$ cat src/hw/lpcb_pkg.sv
// constants and types shared by the led pulse-count brightness block
// ----------------------------------------------------------------------------
// ----------------------------------------------------------------------------
package lpcb_pkg;
	localparam int CLOCK_HZ = 25000000;
	localparam int STEP_W = 4;
	localparam int NUM_CH = 6;
	localparam logic [STEP_W-1:0] STEP_FULL = 4'h0; // code 0 is step 1
	localparam logic [STEP_W-1:0] STEP_OFF = 4'hF; // code 15 is step 16
	localparam logic [STEP_W-1:0] LEVEL_MAX = 4'hF; // fifteen fifteenths
	// times in nanoseconds, as printed
	localparam int POWER_ON_RESET_TIME_NS = 50000;
	localparam int SOFT_START_TIME_NS = 1300000;
	localparam int ENABLE_LOW_HOLD_MIN_NS = 1170000;
	localparam int ENABLE_LOW_HOLD_TYP_NS = 1370000;
	localparam int POR_CYCLES = (POWER_ON_RESET_TIME_NS / 1000) * (CLOCK_HZ / 1000000);
	localparam int SOFT_START_CYCLES = (SOFT_START_TIME_NS / 1000) * (CLOCK_HZ / 1000000);
	localparam int HOLD_CYCLES = (ENABLE_LOW_HOLD_TYP_NS / 1000) * (CLOCK_HZ / 1000000);
	localparam int TIMER_W = 20;
	typedef enum logic [1:0] {
		LPCB_ST_POR,
		LPCB_ST_STANDBY,
		LPCB_ST_SOFT,
		LPCB_ST_RUN
	} lpcb_state_t;
endpackage

$ cat src/hw/lpcb_group_counter.sv
// per-group pulse counter and current level
`timescale 1ns/1ps
`default_nettype none
module lpcb_group_counter (
	// clock and reset
	input wire logic clock,
	input wire logic rstn,
	// control from the sequencer
	input wire logic count_en,
	input wire logic clear,
	// synchronised enable level and its rising edge
	input wire logic en_level,
	input wire logic en_rise,
	input wire logic drive_on,
	// level in fifteenths of full-scale current
	output logic [lpcb_pkg::STEP_W-1:0] level,
	output logic group_on
);
	logic [lpcb_pkg::STEP_W-1:0] step_ff;
	logic seen_ff;
	logic [lpcb_pkg::STEP_W-1:0] level_ff;
	logic on_ff;
	// first edge lands on step 1; later edges advance, wrapping 16 to 1
	always_ff @(posedge clock) begin
		if (!rstn) begin
			step_ff <= lpcb_pkg::STEP_FULL;
			seen_ff <= 1'b0;
		end else if (clear) begin
			step_ff <= lpcb_pkg::STEP_FULL;
			seen_ff <= 1'b0;
		end else if (count_en && en_rise) begin
			seen_ff <= 1'b1;
			if (!seen_ff) begin
				step_ff <= lpcb_pkg::STEP_FULL;
			end else begin
				step_ff <= step_ff + 4'h1;
			end
		end
	end
	always_ff @(posedge clock) begin
		if (!rstn) begin
			level_ff <= 4'h0;
			on_ff <= 1'b0;
		end else begin
			// off in soft-start, while enable is low, and at step 16
			on_ff <= drive_on && en_level && (step_ff != lpcb_pkg::STEP_OFF);
			level_ff <= (drive_on && en_level) ? lpcb_pkg::LEVEL_MAX - step_ff : 4'h0;
		end
	end
	assign level = level_ff;
	assign group_on = on_ff;
endmodule // lpcb_group_counter
`default_nettype wire

$ cat src/hw/lpcb_sync.sv
// two-flop synchroniser for one pin input
`timescale 1ns/1ps
`default_nettype none
module lpcb_sync (
	// clock and reset
	input wire logic clock,
	input wire logic rstn,
	// pin and synchronised level
	input wire logic pin_in,
	output logic sync_out
);
	logic meta_ff;
	logic sync_ff;
	always_ff @(posedge clock) begin
		if (!rstn) begin
			meta_ff <= 1'b0;
			sync_ff <= 1'b0;
		end else begin
			meta_ff <= pin_in;
			sync_ff <= meta_ff;
		end
	end
	assign sync_out = sync_ff;
endmodule // lpcb_sync
`default_nettype wire

$ cat src/hw/lpcb_top.sv
// led pulse-count brightness sequencer and channel mapping
`timescale 1ns/1ps
`default_nettype none
module lpcb_top #(
	parameter int POR_CYCLES = lpcb_pkg::POR_CYCLES,
	parameter int SOFT_START_CYCLES = lpcb_pkg::SOFT_START_CYCLES,
	parameter int HOLD_CYCLES = lpcb_pkg::HOLD_CYCLES
) (
	// clock and reset (rstn models supply application)
	input wire logic clock,
	input wire logic rstn,
	// enable pulse lines from the host
	input wire logic group_a_enable_in,
	input wire logic group_b_enable_in,
	// channel split straps
	input wire logic group_split_sel_hi,
	input wire logic group_split_sel_lo,
	// per-channel current level, fifteenths of full scale, and drive enable
	output logic [lpcb_pkg::STEP_W-1:0] led_sink_level [lpcb_pkg::NUM_CH],
	output logic [lpcb_pkg::NUM_CH-1:0] led_sink_on,
	// status
	output logic chip_enable,
	output logic startup_active
);
	// ------------------------------------------------------------------------
	// input synchronisers
	// ------------------------------------------------------------------------
	logic a_s;
	logic b_s;
	logic sel_hi_s;
	logic sel_lo_s;
	lpcb_sync u_sync_a (.clock(clock), .rstn(rstn), .pin_in(group_a_enable_in), .sync_out(a_s));
	lpcb_sync u_sync_b (.clock(clock), .rstn(rstn), .pin_in(group_b_enable_in), .sync_out(b_s));
	lpcb_sync u_sync_h (.clock(clock), .rstn(rstn), .pin_in(group_split_sel_hi),
		.sync_out(sel_hi_s));
	lpcb_sync u_sync_l (.clock(clock), .rstn(rstn), .pin_in(group_split_sel_lo),
		.sync_out(sel_lo_s));

	logic a_d_ff;
	logic b_d_ff;
	logic a_rise;
	logic b_rise;
	always_ff @(posedge clock) begin
		if (!rstn) begin
			a_d_ff <= 1'b0;
			b_d_ff <= 1'b0;
		end else begin
			a_d_ff <= a_s;
			b_d_ff <= b_s;
		end
	end
	assign a_rise = a_s && !a_d_ff;
	assign b_rise = b_s && !b_d_ff;

	// ------------------------------------------------------------------------
	// sequencer: power-on reset, standby, soft-start, run
	// ------------------------------------------------------------------------
	lpcb_pkg::lpcb_state_t state_ff;
	lpcb_pkg::lpcb_state_t nxt_state;
	logic [lpcb_pkg::TIMER_W-1:0] timer_ff;
	logic [lpcb_pkg::TIMER_W-1:0] low_ff;
	logic timer_done;
	logic hold_done;
	logic any_rise;
	logic clear_cnt;

	assign any_rise = a_rise || b_rise;
	assign timer_done = (timer_ff == lpcb_pkg::TIMER_W'(1));
	assign hold_done = (low_ff >= lpcb_pkg::TIMER_W'(HOLD_CYCLES));

	always_comb begin
		nxt_state = state_ff;
		unique case (state_ff)
			lpcb_pkg::LPCB_ST_POR: begin
				// enables already high at power-up start after the reset time
				if (timer_done) begin
					nxt_state = (a_s || b_s) ? lpcb_pkg::LPCB_ST_SOFT : lpcb_pkg::LPCB_ST_STANDBY;
				end
			end
			lpcb_pkg::LPCB_ST_STANDBY: begin
				if (any_rise) begin
					nxt_state = lpcb_pkg::LPCB_ST_SOFT;
				end
			end
			lpcb_pkg::LPCB_ST_SOFT: begin
				if (hold_done) begin
					nxt_state = lpcb_pkg::LPCB_ST_STANDBY;
				end else if (timer_done) begin
					nxt_state = lpcb_pkg::LPCB_ST_RUN;
				end
			end
			lpcb_pkg::LPCB_ST_RUN: begin
				if (hold_done) begin
					nxt_state = lpcb_pkg::LPCB_ST_STANDBY;
				end
			end
		endcase
	end

	always_ff @(posedge clock) begin
		if (!rstn) begin
			state_ff <= lpcb_pkg::LPCB_ST_POR;
		end else begin
			state_ff <= nxt_state;
		end
	end

	// one down-counter serves both the reset gate and the soft-start wait
	always_ff @(posedge clock) begin
		if (!rstn) begin
			timer_ff <= lpcb_pkg::TIMER_W'(POR_CYCLES);
		end else if (state_ff != lpcb_pkg::LPCB_ST_SOFT && nxt_state == lpcb_pkg::LPCB_ST_SOFT) begin
			timer_ff <= lpcb_pkg::TIMER_W'(SOFT_START_CYCLES);
		end else if (timer_ff != lpcb_pkg::TIMER_W'(0)) begin
			timer_ff <= timer_ff - lpcb_pkg::TIMER_W'(1);
		end
	end

	// both-low hold timer; any high level restarts it
	always_ff @(posedge clock) begin
		if (!rstn) begin
			low_ff <= '0;
		end else if (a_s || b_s || state_ff == lpcb_pkg::LPCB_ST_STANDBY
				|| state_ff == lpcb_pkg::LPCB_ST_POR) begin
			low_ff <= '0;
		end else if (!hold_done) begin
			low_ff <= low_ff + lpcb_pkg::TIMER_W'(1);
		end
	end

	// counters are held clear in power-on reset and cleared in the cycle that enters standby, so entry to power-save clears them
	assign clear_cnt = (state_ff == lpcb_pkg::LPCB_ST_POR) || (nxt_state == lpcb_pkg::LPCB_ST_STANDBY
		&& state_ff != lpcb_pkg::LPCB_ST_STANDBY);

	logic count_en;
	logic drive_on;
	// the waking edge in standby is itself counted as the first pulse
	assign count_en = (state_ff != lpcb_pkg::LPCB_ST_POR);
	assign drive_on = (state_ff == lpcb_pkg::LPCB_ST_RUN);

	// ------------------------------------------------------------------------
	// per-group counters
	// ------------------------------------------------------------------------
	logic [lpcb_pkg::STEP_W-1:0] lvl_a;
	logic [lpcb_pkg::STEP_W-1:0] lvl_b;
	logic on_a;
	logic on_b;
	lpcb_group_counter u_grp_a (
		.clock(clock), .rstn(rstn), .count_en(count_en), .clear(clear_cnt),
		.en_level(a_s), .en_rise(a_rise), .drive_on(drive_on), .level(lvl_a), .group_on(on_a)
	);
	lpcb_group_counter u_grp_b (
		.clock(clock), .rstn(rstn), .count_en(count_en), .clear(clear_cnt),
		.en_level(b_s), .en_rise(b_rise), .drive_on(drive_on), .level(lvl_b), .group_on(on_b)
	);

	// ------------------------------------------------------------------------
	// channel split: group b takes the top channels
	// ------------------------------------------------------------------------
	logic [2:0] b_count;
	always_comb begin
		unique case ({sel_hi_s, sel_lo_s})
			2'b00: b_count = 3'h0;
			2'b01: b_count = 3'h1;
			2'b10: b_count = 3'h2;
			2'b11: b_count = 3'h3;
		endcase
	end

	always_ff @(posedge clock) begin
		if (!rstn) begin
			for (int i = 0; i < lpcb_pkg::NUM_CH; i++) begin
				led_sink_level[i] <= 4'h0;
				led_sink_on[i] <= 1'b0;
			end
		end else begin
			for (int i = 0; i < lpcb_pkg::NUM_CH; i++) begin
				if (3'(i) >= 3'(lpcb_pkg::NUM_CH) - b_count) begin
					led_sink_level[i] <= lvl_b;
					led_sink_on[i] <= on_b;
				end else begin
					led_sink_level[i] <= lvl_a;
					led_sink_on[i] <= on_a;
				end
			end
		end
	end

	assign chip_enable = (state_ff == lpcb_pkg::LPCB_ST_SOFT) || (state_ff == lpcb_pkg::LPCB_ST_RUN);
	assign startup_active = (state_ff == lpcb_pkg::LPCB_ST_SOFT);
endmodule // lpcb_top
`default_nettype wire

$ cat config.mk
export PLATFORM = sky130hd
export DESIGN_NAME = lpcb_top
export DESIGN_NICKNAME = d
export VERILOG_FILES = /design/src/hw/lpcb_pkg.sv /design/src/hw/lpcb_group_counter.sv /design/src/hw/lpcb_sync.sv /design/src/hw/lpcb_top.sv
export SDC_FILE = /design/constraint.sdc
export NUM_CORES = 1
export LEC_CHECK = 0
export ABC_AREA = 1
export BUFFER_PORTS_ARGS = -buffer_cell sky130_fd_sc_hd__buf_2
export CORE_MARGIN = 3
export CORE_UTILIZATION = 35
export CTS_CLUSTER_SIZE = 16
export DETAILED_ROUTE_END_ITERATION = 16
export HOLD_SLACK_MARGIN = 0.1
export SYNTH_ARGS = -nofsm -noshare
export SYNTH_HDL_FRONTEND = slang
export SYNTH_HIERARCHICAL = 1
export SYNTH_SLANG_ARGS = --single-unit
$ cat constraint.sdc
create_clock -name clock -period 2.35 [get_ports clock]
set_clock_uncertainty 0.2 [all_clocks]
set_input_delay 0.5875 -clock clock [delete_from_list [all_inputs] [get_ports clock]]
set_output_delay 0.5875 -clock clock [all_outputs]
set_load 0.005 [all_outputs]
==> impl_results.md <==
* Hold_buf cts at 0
* Worst slew margin at roughly 70%
* Via count at 3667
* Post-CTS Resized at 0
* Area grow syn2layout at 15.3%
* CTS max path bufs at 2
* Final Max Tran Viols at 0
* CORE AREA at around 0.012 sq mm
* Worst path top cell family by delay: simple AND/OR/NAND/NOR gates
* Peak VDD IR at 0.000387 V
* Min Hold Slack at 0.216 ns
* Setup crit end kind: flop
* Width of the die at 119 microns
* # H-tree levels at 3
* Critical Path Source: low_ff[0]$_SDFFE_PP0N_
* Unrepaired setup endpoints after global routing: false
* Hold path startpoint: u_sync_l/meta_ff$_SDFF_PN0_
* Tmin final at 2.11 ns
* Std-Cell Rows at 40
* Grt ovf at 0
* Reg power frac at 53.9%
* Layout cell share with drive strength beyond 1 at 16.1%
* Root buffer cell: clkbuf_16
* Final wirelength at about 9 mm
* Sequential-to-total area share from yosys stat at 45.5%
* Crit-path max FO at 9
* DRT antenna net count at 0
* Max_cap viols at 0
* Syn nets at 612
* Initial DRC count at 260
* Clk sinks at 102
* Final HPWL DP at 6.87 mm
* Final hold vios at 0
* First-pass GRT wire length at 15.8 mm
* Run status: completed
* Distinct cells, synth at 40
* Post-Syn Instances at 594
* Number of port buffers at 37
* # IOs at 38
* Setup TNS at 0 ns
* Filler Cells Inserted at 1232
* Synthesis-stage register bit count at 102
* Initial Util at 36.6%
* Combinational Power Share at 4.6%
* Critical path's slowest cell: dfxtp_1
* GP Congestion at around 0.86
* Final layout net count at 659
* WP data arrival at 2.18 ns
* Fmax achieved at 475 MHz
* HP Class: reg -> reg
* Number of global-route vias before repair at approximately 3500
* Clock power share at 41.6%
* Via density at approximately 4.5
* Net Sw Power at 0.000731 W
* Power density over the cells at ~640 mW/mm^2
* Clock latency on the worst-skew pair at 0.34 ns
* Crit start category: flop
* Worst EP required at 2.42 ns
* Drt wl/cell at about 11 microns
* Pre-antenna DRT Iters at 5
* Actual slew at the worst max-slew pin at ~0.44 ns
* Most common cell after layout, fill and taps aside: nor2_1
* Crit-path cells: inv_1, ha_1, nor2_1, a21boi_0, nand2_1, nand2_1, nand2_2, nand2_4, inv_2, o21ai_0, nor2_1, o21ai_2, nor3_2
* Final core occ at 42.2%
* Worst flop-to-flop path startpoint: low_ff[0]$_SDFFE_PP0N_
* Crit path buf inv count at 2
* Pleak at between 2 and 2.5 nW
* Die Ht at 119 microns
* WS Path Type: reg -> reg
* TritonCTS clock tree: built
* Switching share of power at 22.2%
* Most frequent cells in the layout: nor2_1, dfxtp_1, nand2_1, inv_1, o21ai_0
* CTS buffer count at 9
* Yosys Warn Count at 6
* Residual DRC at 0
* Largest net degree at the start of global routing at 38
* Final Cycle Share at 89.6%
* Clock-pin slew on the worst setup and hold paths at 0.07 ns
* GRT Total Usage at 13.4%
* CP max stage delay at 0.39 ns
* Mean Syn Cell Area at 7.55 sq um
* Area of the mapped netlist at roughly 0.0045 sq mm
* Initial antenna violation count at 0
* Final setup fails at 0
* Full die area at 0.0142 sq mm
* Design internal power at 0.00256 W
## metrics by stage
step	cell area, sq um	total power [W]	setup WS [ns]	instances
after floorplan	4490	0.00192	0.490	594
after global placement	4890	0.00196	0.313	798
after detailed placement	4890	0.00196	0.234	798
after CTS	5170	0.00333	0.204	813
after global routing	5170	0.00342	0.00246	813
final	5170	0.00329	0.244	814
## registers in the layout, summed over array words and instances, names as in the netlist, 2 cells and up
signal	count
low_ff	20
state_ff	2
u_grp_a/step_ff	4
u_grp_b/level	4
u_grp_b/step_ff	4
u_grp_a/level	4
led_sink_level	24
led_sink_on	6
timer_ff	20
## power by group through the flow
stage / clock network, W / registers (W) / logic [W]
after floorplan: 0 / 0.00181 / 0.000108
after global placement: 0 / 0.00181 / 0.000147
after detailed placement: 0 / 0.00181 / 0.000149
after CTS: 0.00140 / 0.00177 / 0.000150
after global routing: 0.00147 / 0.00178 / 0.000172
final: 0.00137 / 0.00177 / 0.000150
## cell families after synthesis
family,count (synthesis),synth area share [%]
compound gates,76,9.82
xor+xnor,16,3.12
buf+inv,80,6.86
fa+ha+maj,12,3.35
flops,102,45.5
simple gates,308,31.3
## cells in the mapped netlist, drive strengths merged
master	instances	area share [%]
or2	4	0.56
nor3b	1	0.17
o21bai	3	0.67
a21boi	1	0.17
nor3	10	2.0
clkinv	2	0.22
xnor2	6	1.2
o21ai	44	5.2
dfxtp	102	46
nand2	98	9.1
xor2	10	2.0
clkbuf	5	0.42
a211oi	1	0.17
ha	12	3.3
a21oi	15	1.8
a22oi	1	0.17
dlygate4sd1	1	0.20
nor2	158	15
inv	72	6.0
and3	2	0.31
o21a	7	1.2
nand4	5	0.84
or3	1	0.14
a31oi	4	0.56
nor4	4	0.56
nand3	25	3.0
## final timing paths
check | to | slack [ns] | depth (start not counted)
min reg2reg | u_sync_l/sync_out$_SDFF_PN0_ | 0.22 | 2
min | u_sync_l/sync_out$_SDFF_PN0_ | 0.22 | 2
max | u_grp_a/step_ff[1]$_SDFFE_PP0P_ | 0.24 | 13
max reg2reg | u_grp_a/step_ff[1]$_SDFFE_PP0P_ | 0.24 | 13
## worst reg2reg max path, stage by stage (launching register included)
cell and delay (ns):
dfxtp_1 0.39, inv_1 0.06, ha_1 0.19, nor2_1 0.08, a21boi_0 0.10, nand2_1 0.08, nand2_1 0.06, nand2_2 0.09
nand2_4 0.10, inv_2 0.15, o21ai_0 0.12, nor2_1 0.19, o21ai_2 0.12, nor3_2 0.11
## final cells by class
class	instances	area (sq um)	share of cell area [%]
clock buffers	11	243	4.70
flip-flops and latches	102	2040	39.5
multi-input cells	412	2140	41.3
inverters	74	280	5.42
well taps	168	210	4.07
diodes	1	2.50	0.0484
clock inverters	4	33.8	0.653
repair buffers	42	223	4.31
## routing by layer
metal | GRT usage, % | part of all wire (%) | vias up
met4 | 4.42 | 1.5 | 0
li1 | - | - | 1959
met1 | 17.5 | 47 | 1605
met3 | 4.04 | 6.3 | 13
met2 | 21.1 | 45 | 90
met5 | 0 | 0 | -
## timing repair
action / in CTS / in global routing
buffers inserted: 0 / 0
endpoints found under the hold margin: 0 / 0
setup endpoints to repair: 0 / 3
Power figures use the tool's default switching activity.
